### config.mk
export PLATFORM = sky130hd
export DESIGN_NAME = analog_comparator_control
export DESIGN_NICKNAME = d
export VERILOG_FILES = /design/src/acmp_pkg.sv /design/src/analog_comparator_control.sv
export SDC_FILE = /design/constraint.sdc
export NUM_CORES = 1
export LEC_CHECK = 0
export BUFFER_PORTS_ARGS = -buffer_cell sky130_fd_sc_hd__buf_4
export CORE_MARGIN = 2
export CORE_UTILIZATION = 47
export DETAILED_ROUTE_END_ITERATION = 6
export PLACE_DENSITY = 0.87
export SLEW_MARGIN = 10
export SYNTH_ARGS = -nofsm -noshare
export SYNTH_HDL_FRONTEND = slang
export SYNTH_SLANG_ARGS = --single-unit
### constraint.sdc
create_clock -name ref_clk -period 1.99 [get_ports ref_clk]
set_input_delay 0.398 -clock ref_clk [delete_from_list [all_inputs] [get_ports ref_clk]]
set_output_delay 0.398 -clock ref_clk [all_outputs]
set_load 0.01 [all_outputs]
### src/acmp_pkg.sv
package acmp_pkg;

	// ----------------------------------------------------------------
	// register offsets (printed offsets are not all multiples of four)
	// ----------------------------------------------------------------
	localparam logic [7:0] idx_converter_control_b       = 8'h03;
	localparam logic [7:0] idx_comparator_control_status = 8'h08;
	localparam logic [7:0] idx_digital_input_disable_0   = 8'h14;
	localparam logic [7:0] idx_converter_control_a       = 8'h20;
	localparam logic [7:0] idx_converter_mux_select      = 8'h21;
	localparam logic [7:0] idx_irq_status                = 8'h30;
	localparam logic [7:0] idx_irq_clear                 = 8'h31;
	localparam logic [7:0] idx_irq_enable                = 8'h32;
	localparam logic [7:0] idx_processor_status_word     = 8'h33;

	// ----------------------------------------------------------------
	// field positions
	// ----------------------------------------------------------------
	localparam int ccb_mux_enable_bit  = 6;
	localparam int cca_conv_enable_bit = 7;
	localparam int ccs_power_off_bit   = 7;
	localparam int ccs_bandgap_bit     = 6;
	localparam int ccs_result_bit      = 5;
	localparam int ccs_flag_bit        = 4;
	localparam int ccs_irq_enable_bit  = 3;
	localparam int psw_global_ie_bit   = 7;

	// ----------------------------------------------------------------
	// writable masks and reset values
	// ----------------------------------------------------------------
	localparam logic [7:0] ccb_write_mask  = 8'hE7;
	localparam logic [7:0] ccs_write_mask  = 8'hCB;
	localparam logic [7:0] did_write_mask  = 8'h3F;
	localparam logic [7:0] reg8_reset      = 8'h00;
	localparam logic [0:0] irq_bits_reset  = 1'h0;
	localparam int         sync_stages     = 2;

	typedef enum logic [1:0] {
		mode_toggle  = 2'h0,
		mode_reserve = 2'h1,
		mode_fall    = 2'h2,
		mode_rise    = 2'h3
	} event_mode_e;

	typedef enum logic [2:0] {
		neg_pin = 3'h4,
		neg_ch0 = 3'h0,
		neg_ch1 = 3'h1,
		neg_ch2 = 3'h2,
		neg_ch3 = 3'h3
	} neg_sel_e;

	typedef struct packed {
		logic       power_off;
		logic       bandgap_select;
		logic [2:0] neg_select;
	} analog_ctrl_s;

	typedef struct packed {
		logic [7:0]             conv_b;
		logic [7:0]             ctrl;
		logic [7:0]             did0;
		logic [7:0]             conv_a;
		logic [7:0]             mux_sel;
		logic [7:0]             psw;
		logic [sync_stages-1:0] sync;
		logic                   result_d;
		logic                   flag;
		logic                   sticky;
		logic                   sticky_en;
		logic                   irq;
		logic                   sticky_irq;
		analog_ctrl_s           ana;
		logic [1:0]             pin_meta;
		logic [1:0]             pin_sync;
		logic [1:0]             pin_in;
		logic                   pready;
		logic [31:0]            prdata;
		logic                   pslverr;
	} state_s;

endpackage

### src/analog_comparator_control.sv
// The APB interface to the registers was left to the implementer.
`timescale 1ns/1ps
// Behaviour
// raw comparator output passes two flops; result bit lags one to two cycles.
// mux enabled and converter off: channel select 00..11 picks channel 0..3.
// mux disabled or converter on: dedicated negative pin used.
// bandgap select one: internal bandgap drives positive input.
// bandgap select zero: positive pin drives positive input.
// power-off bit 7 of control powers comparator down, writable any time.
// event flag set when synchronized transition matches selected mode.
// interrupt requested while flag, comparator enable and global enable set.
// comparator interrupt enable zero blocks the request.
// taking the interrupt vector clears the event flag.
// writing one to flag clears it; zero leaves it.
// mode 00 toggle, 01 reserved, 10 falling, 11 rising.
// software disables interrupt before changing event mode.
// software disables interrupt before changing power-off bit.
// buffer-off bits 1:0 force that pin's digital input to zero.
// control bit 2 reads zero, writes ignored.
// converter enable bit lives in converter control A; mux needs it zero.
// edge detect compares result with previous cycle, one-cycle pulse.
module analog_comparator_control (
	input  wire logic                 ref_clk,
	input  wire logic                 srst,
	input  wire logic                 psel,
	input  wire logic                 penable,
	input  wire logic                 pwrite,
	input  wire logic [9:0]           paddr,
	input  wire logic [31:0]          pwdata,
	input  wire logic [3:0]           pstrb,
	output logic                      pready,
	output logic [31:0]               prdata,
	output logic                      pslverr,
	input  wire logic                 cmp_raw,
	input  wire logic                 pos_pin_digital,
	input  wire logic                 neg_pin_digital,
	input  wire logic                 vector_taken,
	output acmp_pkg::analog_ctrl_s    analog_ctrl,
	output logic [1:0]                pin_digital_in,
	output logic                      cmp_irq,
	output logic                      irq
);

	acmp_pkg::state_s st_r;
	acmp_pkg::state_s st_nxt;

	logic       cmp_result;
	logic       edge_pulse;
	logic       rise;
	logic       fall;
	logic       wr;
	logic       rd;
	logic [7:0] idx;
	logic [7:0] wb;
	logic [7:0] rdata;
	logic       hit;
	logic [1:0] pin_gated;

	// ----------------------------------------------------------------
	// event detection
	// ----------------------------------------------------------------
	assign cmp_result = st_r.sync[acmp_pkg::sync_stages-1];
	assign rise = cmp_result & ~st_r.result_d;
	assign fall = ~cmp_result & st_r.result_d;

	// reserved mode raises nothing, so a stray code cannot flood the handler
	always_comb begin
		unique case (acmp_pkg::event_mode_e'(st_r.ctrl[1:0]))
			acmp_pkg::mode_toggle:  edge_pulse = rise | fall;
			acmp_pkg::mode_reserve: edge_pulse = 1'b0;
			acmp_pkg::mode_fall:    edge_pulse = fall;
			acmp_pkg::mode_rise:    edge_pulse = rise;
		endcase
	end

	// ----------------------------------------------------------------
	// pin input gating
	// ----------------------------------------------------------------
	// pins are asynchronous: only the second stage reaches the gate
	for (genvar g = 0; g < 2; g++) begin : gen_pin_gate
		assign pin_gated[g] = st_r.pin_sync[g] & ~st_r.did0[g];
	end

	// ----------------------------------------------------------------
	// apb decode
	// ----------------------------------------------------------------
	// word addressed: byte address is four times the register index
	assign idx = paddr[9:2];
	assign wr  = psel & penable & pwrite & st_r.pready & pstrb[0];
	assign rd  = psel & ~penable & ~pwrite;
	assign wb  = pwdata[7:0];

	always_comb begin
		hit   = 1'b1;
		rdata = 8'h00;
		unique case (idx)
			acmp_pkg::idx_converter_control_b:       rdata = st_r.conv_b;
			acmp_pkg::idx_comparator_control_status: begin
				rdata = st_r.ctrl;
				rdata[acmp_pkg::ccs_result_bit] = cmp_result;
				rdata[acmp_pkg::ccs_flag_bit]   = st_r.flag;
			end
			acmp_pkg::idx_digital_input_disable_0:   rdata = st_r.did0;
			acmp_pkg::idx_converter_control_a:       rdata = st_r.conv_a;
			acmp_pkg::idx_converter_mux_select:      rdata = st_r.mux_sel;
			acmp_pkg::idx_irq_status:                rdata = {7'h00, st_r.sticky};
			acmp_pkg::idx_irq_clear:                 rdata = 8'h00;
			acmp_pkg::idx_irq_enable:                rdata = {7'h00, st_r.sticky_en};
			acmp_pkg::idx_processor_status_word:     rdata = st_r.psw;
			default:                                 hit   = 1'b0;
		endcase
	end

	// ----------------------------------------------------------------
	// next state
	// ----------------------------------------------------------------
	always_comb begin
		st_nxt = st_r;
		st_nxt.sync     = {st_r.sync[acmp_pkg::sync_stages-2:0], cmp_raw};
		st_nxt.result_d = cmp_result;
		st_nxt.pin_meta = {neg_pin_digital, pos_pin_digital};
		st_nxt.pin_sync = st_r.pin_meta;
		st_nxt.pin_in   = pin_gated;

		// zero-wait slave: setup cycle prepares, access cycle completes
		st_nxt.pready  = psel & ~penable;
		st_nxt.pslverr = psel & ~penable & ~hit;
		if (rd) begin
			st_nxt.prdata = {24'h000000, rdata};
		end

		if (wr & hit) begin
			unique case (idx)
				acmp_pkg::idx_converter_control_b:
					st_nxt.conv_b = wb & acmp_pkg::ccb_write_mask;
				acmp_pkg::idx_comparator_control_status:
					st_nxt.ctrl = wb & acmp_pkg::ccs_write_mask;
				acmp_pkg::idx_digital_input_disable_0:
					st_nxt.did0 = wb & acmp_pkg::did_write_mask;
				acmp_pkg::idx_converter_control_a:
					st_nxt.conv_a = wb;
				acmp_pkg::idx_converter_mux_select:
					st_nxt.mux_sel = wb;
				acmp_pkg::idx_irq_enable:
					st_nxt.sticky_en = wb[0];
				acmp_pkg::idx_processor_status_word:
					st_nxt.psw = wb;
				default: ;
			endcase
		end

		// clears first, then hardware set wins the same cycle
		if (wr & (idx == acmp_pkg::idx_comparator_control_status)
			& wb[acmp_pkg::ccs_flag_bit]) begin
			st_nxt.flag = 1'b0;
		end
		if (vector_taken & st_r.irq) begin
			st_nxt.flag = 1'b0;
		end
		if (wr & (idx == acmp_pkg::idx_irq_clear) & wb[0]) begin
			st_nxt.sticky = 1'b0;
		end
		if (edge_pulse) begin
			st_nxt.flag   = 1'b1;
			st_nxt.sticky = 1'b1;
		end

		st_nxt.irq = st_nxt.flag
			& st_nxt.ctrl[acmp_pkg::ccs_irq_enable_bit]
			& st_nxt.psw[acmp_pkg::psw_global_ie_bit];
		st_nxt.sticky_irq = st_nxt.sticky & st_nxt.sticky_en;

		// analog steering
		st_nxt.ana.power_off      = st_nxt.ctrl[acmp_pkg::ccs_power_off_bit];
		st_nxt.ana.bandgap_select = st_nxt.ctrl[acmp_pkg::ccs_bandgap_bit];
		if (st_nxt.conv_b[acmp_pkg::ccb_mux_enable_bit]
			& ~st_nxt.conv_a[acmp_pkg::cca_conv_enable_bit]) begin
			st_nxt.ana.neg_select = {1'b0, st_nxt.mux_sel[1:0]};
		end else begin
			st_nxt.ana.neg_select = acmp_pkg::neg_pin;
		end

		if (srst) begin
			st_nxt           = '0;
			st_nxt.conv_b    = acmp_pkg::reg8_reset;
			st_nxt.ctrl      = acmp_pkg::reg8_reset;
			st_nxt.did0      = acmp_pkg::reg8_reset;
			st_nxt.flag      = acmp_pkg::irq_bits_reset[0];
			st_nxt.ana.neg_select = acmp_pkg::neg_pin;
		end
	end

	always_ff @(posedge ref_clk) begin
		st_r <= st_nxt;
	end

	// ----------------------------------------------------------------
	// outputs
	// ----------------------------------------------------------------
	assign pready         = st_r.pready;
	assign prdata         = st_r.prdata;
	assign pslverr        = st_r.pslverr;
	assign analog_ctrl    = st_r.ana;
	assign pin_digital_in = st_r.pin_in;
	assign cmp_irq        = st_r.irq;
	assign irq            = st_r.sticky_irq;

endmodule

# After elaboration in Yosys (flattened, before gate mapping)
# Cells that the tools add are included.
# totals
ff_bits	70
output_inout_bits	43
wordCells	97
# classes
eq_ne	12
reduce_logical	9
muxes	17
n_bitwise	31
# op_table
operator	count
$pmux W8 S8	1
$eq A8 B6 Y1 const B	6
$mux W47	1
$mux W8	4
$and A1 B1 Y1	21
$reduce_and A2 Y1	6
$not A1 Y1	9
$reduce_or A9 Y1	1
$eq A8 B2 Y1 const B	1
$eq A8 B4 Y1 const B	1
$eq A8 B5 Y1 const B	1
$mux W7	1
$mux W1	6
$mux W6	1
$eq A2 B2 Y1 const B	2
$pmux W1 S4	1
$mux W3	1
$eq A2 B1 Y1 const B	1
$logic_not A2 Y1	1
$mux W2	1
$reduce_or A2 Y1	1
$or A1 B1 Y1	1

# Depth between registers and ports, before layout
# Gate-level depths: netlist of the first run.
# logic_depth
word_depth	11
mapped_depth	8
ltp_nobuf	7

# Worst setup path before layout of the first run
# OpenSTA, ideal clock, no wires.
# synth_timing
path_type	input-to-reg
start	input port paddr[4]
end	register st_r, in the netlist analog_ctrl[0]
setup_slack_ns	0.045
setup_time_ns	0.060
required_ns	1.930
arrival_ns	1.886
path_stages	8
path_buffers	3
cell_sequence	buf_2 nor2_2 and4_1 clkbuf_2 and2_1 buf_2 mux2i_1 and3b_1
# synth_via
elab_chain_cells	9
# synth_lines
element	line	source
from (decl)	analog_comparator_control.sv:28	input wire logic [9:0] paddr,
$eq A8 B4 Y1, or another cell as far along	analog_comparator_control.sv:96	unique case (idx)
$reduce_or A9 Y1 (no source line)	--	
$mux W1	analog_comparator_control.sv:96	
$and A1 B1 Y1	analog_comparator_control.sv:132	if (wr & hit) begin
$mux W47 (*)	analog_comparator_control.sv:132	
$not A1 Y1	analog_comparator_control.sv:177	& ~st_nxt.conv_a[acmp_pkg::cca_conv_enable_bit]) begin
$and A1 B1 Y1	analog_comparator_control.sv:177	
$not A1 Y1 (no source line)	--	
$reduce_or A2 Y1 (no source line)	--	
to (signal assigned)	analog_comparator_control.sv:194	st_r <= st_nxt;
to (decl)	analog_comparator_control.sv:44	acmp_pkg::state_s st_r;
# Every way passes the cells marked *; elsewhere a longest branch is shown, timed or not.
# A chain may end at the register's enable or synchronous reset.

# Worst setup path in the final report of the first run
# layout_timing
start	register st_r, in the netlist pready
end	register st_r[55] in the netlist's numbering
# layout_via
elab_chain_cells	4
# layout_lines
element	line	source
$and A1 B1 Y1 (2 in series)	analog_comparator_control.sv:89	assign wr = psel & penable & pwrite & st_r.pready & pstrb[0];
$and A1 B1 Y1	analog_comparator_control.sv:132	
$reduce_and A2 Y1 (no source line)	--	
# No other way between the ends.

==> flow_summary.ini, run 1 <==
[sta]
max_slew_margin_pct = 64.05
period_needed_ns = 1.775
clock_skew_ns = 0.01287
whs_ns = 0.2570
rsz0062_at_grt = false
tightestPinTransition_ns = 0.5393
fin_setup_tns_ns = 0
final-hold-violation-count = 0
post-route-period-util_pct = 89.18
setup_viol = 0
slew_violations = 0
max_freq_mhz = 563.5

[critical_path]
crit_path_max_fanout = 7
r2r_end = st_r[55]$_SDFFE_PP0P_
critPathLaunchType = register
r2r_slack_ns = 0.22
critPathLaunch = pready$_SDFF_PP0_
cp.required_ns = 2.21
crit_chain = and4_1, and2_1, buf_4, nand3_1, nand2_1, a21oi_1
criticalPathCategory = reg -> reg
r2r_cells = 6
slowest_delay_ns = 0.33
cp.arrival_ns = 1.99
cp-endpoint = st_r[55]$_SDFFE_PP0P_
crit_path_end_kind = register
r2r-start = pready$_SDFF_PP0_
cpMaxStageDelayCell = dfxtp_1

[hold_path]
hold_depth = 2
hold_path_class = in -> reg

[detailed_routing]
vias = 2892
drc_errors = 0
routed_via_density = 5.594
drt-total-wl_um = 8320
dr.pass1.iters = 7
drt_iter0_drc = 421
wire_per_inst_um = 16.09
drtAntennaViolNets = 0

[global_routing]
grt.total_usage_pct = 22.54
grt_pass1_vias = 2749
gr-total-overflow = 0
grt_max_degree = 41
grt_pass1_wl_um = 13210
antenna_found_initial = 0

[clock_network]
cts.sinks = 68
post_cts_resized = 0
cts_buffers = 9
cts_max_level = 3
cts_tree = done
clk_pin_slew_ns = 0.08
clock_latency_ns = 0.35
holdBufCountCts = 0
cts_setup_buffers = 0
cts_root_buf = clkbuf_8
clock_path_buffers = 2

[die]
dieArea_mm2 = 0.007745
num_rows = 30
core_area_mm2 = 0.006794
die_h_um = 88.01
dieWidth_um = 88.01
num_io_pins = 98
initial_core_util_pct = 48.82

[logic_synthesis]
ys_top_cells_by_count = 68 x dfxtp_1, 44 x nor2_1, 42 x nand2_1
async_reset_ff_share_pct = 0
yosys.area.top_type = dfxtp_1
synth_area_mm2 = 0.003317
avgSynthCellArea_um2 = 8.775
synth_seq_cells = 68
synth-edff-count = 0
synth_cells = 378
yosys_most_used_dff = dfxtp_1
yosysMostFrequentCell = dfxtp_1
yosys_warnings = 0
synth_top_area_share_pct = 41.04
yosys-top-cells-area = dfxtp_1 41%, buf_4 8.8%, mux2i_1 5.4%
ys_types = 56
ys_seq_area_share_pct = 41.04

[run_status]
status = complete, no violations

[power]
peakVddDrop_uv = 625.3
total_leakage_power_nw = 1.529
power.density_mw_per_mm2 = 708.7
total_power_mw = 2.694

[place]
gp_congestion = 0.8986
hpwl_um = 5948
placed_area_mm2 = 0.003620
port-buffer-count = 44

[run]
drv_cap = 0

[cells_and_area]
final_layout_size_suffix_gt1_share_pct = 22.57
nNetsFinal = 473
area_growth_syn_to_layout_pct = 14.60
finish.instance_area_mm2 = 0.003801
diodes = 0
stage by stage:
stage          utilization [%]  worst slack, ns  std cells
2_1_floorplan                -          0.04451        401
3_3_place_gp             53.28          0.04093        501
6_report                 55.95           0.2153        517
3_5_place_dp             53.28          0.01014        501
4_1_cts                  55.95           0.2846        517
5_1_grt                  55.95           0.1348        517
state kept, by name, summed over array words and instances, names as in the netlist:
| name | flops |
|---|---|
| irq | 1 |
| pslverr | 1 |
| st_r | 50 |
| cmp_irq | 1 |
| prdata | 8 |
| cmp_result | 1 |
| analog_ctrl | 3 |
| pready | 1 |
| pin_digital_in | 2 |
cells by family (layout without fill, tap and decap cells):
| group | Yosys count | in the layout | synth area share (%) |
|---|---|---|---|
| other | 1 | 24 | 0.1131 |
| flip-flops | 68 | 68 | 41.04 |
| AO/OA/AOI/OAI | 66 | 66 | 14.15 |
| buffers and inverters | 65 | 85 | 13.13 |
| adder cells (fa/ha/maj) | 2 | 2 | 0.7543 |
| multiplexers | 19 | 19 | 5.771 |
| AND/OR/NAND/NOR | 157 | 157 | 25.05 |
critical path, delay by kind of cell, from the launching register on:
family	cells	cell delay, ns
AO/OA/AOI/OAI	1	0.08
buffers and inverters	1	0.19
flip-flops	1	0.33
AND/OR/NAND/NOR	4	1.04
cell type report:
class / instances / area (um^2)
Fill cell: 615 / 2993
Timing Repair Buffer: 66 / 520.5
Tap cell: 96 / 120.1
Inverter: 3 / 11.26
Clock inverter: 1 / 5.005
Clock buffer: 15 / 176.4
Sequential cell: 68 / 1361
Multi-Input combinational cell: 268 / 1607
worst min-delay path by stage:
stage	end	from	slack, ns
after floorplan	cmp_result$_SDFF_PP0_	st_r[51]$_SDFF_PP0_	0.41
after global placement	cmp_result$_SDFF_PP0_	st_r[51]$_SDFF_PP0_	0.42
after detailed placement	cmp_result$_SDFF_PP0_	st_r[51]$_SDFF_PP0_	0.42
after CTS	st_r[38]$_SDFF_PP0_	pos_pin_digital	0.25
after global routing	st_r[38]$_SDFF_PP0_	pos_pin_digital	0.26
final	st_r[39]$_SDFF_PP0_	neg_pin_digital	0.26
routing by layer:
metal  share of wire (%)  track usage (%)  vias to the layer above
li1                    -                -                     1342
met1                  39            27.80                     1336
met2                  46            35.26                      184
met3                  11            8.671                       30
met4                 3.2            9.510                        0
met5                   0                0                        -
cells in the final DEF (no fill, tap or decap), types with 7 or more instances in the layout:
| cell type | n |
|---|---|
| nor2b_1 | 7 |
| mux2i_1 | 18 |
| nor2_1 | 44 |
| a21oi_1 | 33 |
| nand3_1 | 25 |
| dfxtp_1 | 68 |
| clkbuf_8 | 12 |
| buf_4 | 64 |
| nand2_1 | 42 |
| conb_1 | 24 |
where the power goes:
| part | switching (mW) | internal [mW] |
|---|---|---|
| Clock | 0.504 | 0.555 |
| Sequential | 0.00964 | 1.38 |
| Combinational | 0.149 | 0.0963 |
No activity file was read; power rests on OpenSTA's default activity.
==> run 2, diff against run 1 <==
--- a/config.mk
+++ b/config.mk
@@ -5,11 +5,13 @@
 export SDC_FILE = /design/constraint.sdc
 export NUM_CORES = 1
 export LEC_CHECK = 0
+export ABC_AREA = 1
 export BUFFER_PORTS_ARGS = -buffer_cell sky130_fd_sc_hd__buf_4
 export CORE_MARGIN = 2
 export CORE_UTILIZATION = 47
 export DETAILED_ROUTE_END_ITERATION = 6
-export PLACE_DENSITY = 0.87
+export GPL_ROUTABILITY_DRIVEN = 0
+export PLACE_DENSITY = 0.86
 export SLEW_MARGIN = 10
 export SYNTH_ARGS = -nofsm -noshare
 export SYNTH_HDL_FRONTEND = slang
==> run 2 against run 1 <==
  * Setup slack improved by 0.10 ns
  * Register-to-register slack gained 0.37 ns
  * Combinational power down 30%
  * Critical endpoint is now cmp_irq$_SDFF_PP0_
  * Largest cell class unchanged
  * Largest power group unchanged
==> flow_summary.ini, run 2 <==
[sta]
rsz0062_at_grt = false
slew_violations = 0
clock_skew_ns = 0.006141
fin_setup_tns_ns = 0
final-hold-violation-count = 0
period_needed_ns = 1.671
setup_viol = 0
max_freq_mhz = 598.6
post-route-period-util_pct = 83.95

[run_status]
status = complete, no violations

[critical_path]
cp.required_ns = 2.28
critPathLaunchType = input pin
crit_path_max_fanout = 7
cp.arrival_ns = 1.96
crit_path_end_kind = register
criticalPathCategory = in -> reg
r2r_slack_ns = 0.59

[detailed_routing]
drt-total-wl_um = 7913
routed_via_density = 4.880
dr.pass1.iters = 5
vias = 3055
wire_per_inst_um = 12.64
drtAntennaViolNets = 0
drt_iter0_drc = 259
drc_errors = 0

[clock_network]
cts_buffers = 9
cts_tree = done
holdBufCountCts = 0
clk_pin_slew_ns = 0.07
clock_path_buffers = 2
cts_max_level = 3
clock_latency_ns = 0.35
cts_setup_buffers = 0
cts.sinks = 68
cts_root_buf = clkbuf_8
post_cts_resized = 0

[cells_and_area]
nNetsFinal = 579
largest_reg_flops = 50
diodes = 0
final_layout_size_suffix_gt1_share_pct = 20.11
top_register = st_r
final_cell_mix = 113 x nand2_1, 98 x nor2_1, 68 x dfxtp_1
fin_util_pct = 54.07
layout_commonest_cell = nand2_1
fillers = 680
area_growth_syn_to_layout_pct = 13.51

[power]
p_seq_share_pct = 54.0
p_clk_share_pct = 39.2
total_leakage_power_nw = 1.977
internal-power_mw = 1.881
switching_share_pct = 26.16
p_switching_uw = 666.6
peakVddDrop_uv = 341.4
power.density_mw_per_mm2 = 660.3
comb_power_share_pct = 6.8

[global_routing]
grt_pass1_wl_um = 12740
grt_pass1_vias = 2670
grt.total_usage_pct = 21.49
grt_max_degree = 30
gr-total-overflow = 0
antenna_found_initial = 0

[logic_synthesis]
async_reset_ff_share_pct = 0
ys_top_cells_by_count = 113 x nand2_1, 98 x nor2_1, 68 x dfxtp_1
synth_top_area_share_pct = 40.04
synth-edff-count = 0
yosys_warnings = 0
ys_seq_area_share_pct = 40.04
synth_area_mm2 = 0.003400
synth_cells = 478
yosys.area.top_type = dfxtp_1
yosysMostFrequentCell = nand2_1
synth_seq_cells = 68
yosys-top-cells-area = dfxtp_1 40%, nand2_1 12%, nor2_1 11%
ys_types = 32
yosys_most_used_dff = dfxtp_1
avgSynthCellArea_um2 = 7.112

[die]
dieWidth_um = 89.05
num_rows = 31
die_h_um = 89.05
num_io_pins = 98
initial_core_util_pct = 47.63
core_area_mm2 = 0.007137
dieArea_mm2 = 0.007929

[run]
drv_cap = 0

[hold_path]
hold_path_class = in -> reg

[place]
port-buffer-count = 44
hpwl_um = 5753
[run 2: changes by cell type after synthesis, sizes merged, moves of 7 or more]
| cell | before | now |
|---|---|---|
| mux2i | 18 | 0 |
| a21oi | 33 | 13 |
| nor2b | 7 | 0 |
| inv | 3 | 38 |
| nand2 | 43 | 121 |
| nor2 | 45 | 110 |
| o21ai | 3 | 44 |
| buf | 53 | 43 |
| nand3 | 25 | 16 |
[run 2: path summary, 6_finish.rpt]
path,start,endpoint,depth (start not counted)
min,pos_pin_digital,st_r[38]$_SDFF_PP0_,3
max,paddr[4],cmp_irq$_SDFF_PP0_,14
max reg2reg,st_r[50]$_SDFF_PP0_,cmp_irq$_SDFF_PP0_,7
min reg2reg,st_r[38]$_SDFF_PP0_,st_r[36]$_SDFF_PP0_,2
[run 2: cell type report]
cell class | instances | area [um^2] | share of cell area, %
clock buffer | 10 | 127.6 | 3.307
clock inverter | 6 | 41.29 | 1.070
inverter | 41 | 156.4 | 4.053
multi-input combinational | 345 | 1620 | 41.99
sequential | 68 | 1361 | 35.28
tap | 99 | 123.9 | 3.210
timing repair buffer | 57 | 427.9 | 11.09
[run 2: worst max-delay path: stages]
cell     delay [ns]
buf_4          0.09
inv_1          0.04
nand2_1        0.10
nor2_2         0.07
nand2_2        0.14
nand2_1        0.08
nor2_2         0.15
nand3_4        0.14
nand2_4        0.11
buf_4          0.25
nand2_1        0.12
nand2_1        0.10
nand2_1        0.06
nor2_1         0.10
[run 2: power by group through the flow]
stage | logic [mW] | registers, mW | clock network, mW
after CTS | 0.171 | 1.38 | 1.01
after floorplan | 0.124 | 1.41 | 0
after detailed placement | 0.171 | 1.41 | 0
after global routing | 0.193 | 1.38 | 1.07
after global placement | 0.167 | 1.41 | 0
final | 0.173 | 1.38 | 0.999
[run 2: cells by family (layout without fill, tap and decap cells)]
family | after synthesis | count (layout) | share of synthesized area [%]
flops | 68 | 68 | 40.04
simple gates | 255 | 255 | 34.08
compound gates | 63 | 63 | 9.864
fa+ha+maj | 2 | 2 | 0.7360
other cells | 1 | 24 | 0.1103
mux | 1 | 1 | 0.3312
buf+inv | 88 | 114 | 14.83
[run 2: layer usage]
metal / vias to the layer above / track usage [%] / part of all wire [%]
met2: 120 / 34.12 / 47
met1: 1389 / 27.94 / 44
met5: - / 0 / 0
met4: 0 / 7.734 / 1.6
met3: 14 / 6.279 / 7.8
li1: 1532 / - / -
[run 2: through the flow]
| step | hold WS, ns | std cells | setup slack (ns) | instance area [um^2] | power (mW) |
|---|---|---|---|---|---|
| 2_1_floorplan | 0.3883 | 501 | 0.3475 | 3486 | 1.532 |
| 3_3_place_gp | 0.3901 | 610 | 0.08696 | 3690 | 1.574 |
| 3_5_place_dp | 0.4026 | 610 | 0.02019 | 3690 | 1.579 |
| 4_1_cts | 0.2340 | 626 | 0.3586 | 3859 | 2.559 |
| 5_1_grt | 0.2359 | 626 | 0.2376 | 3859 | 2.644 |
| 6_report | 0.2424 | 626 | 0.3193 | 3859 | 2.548 |
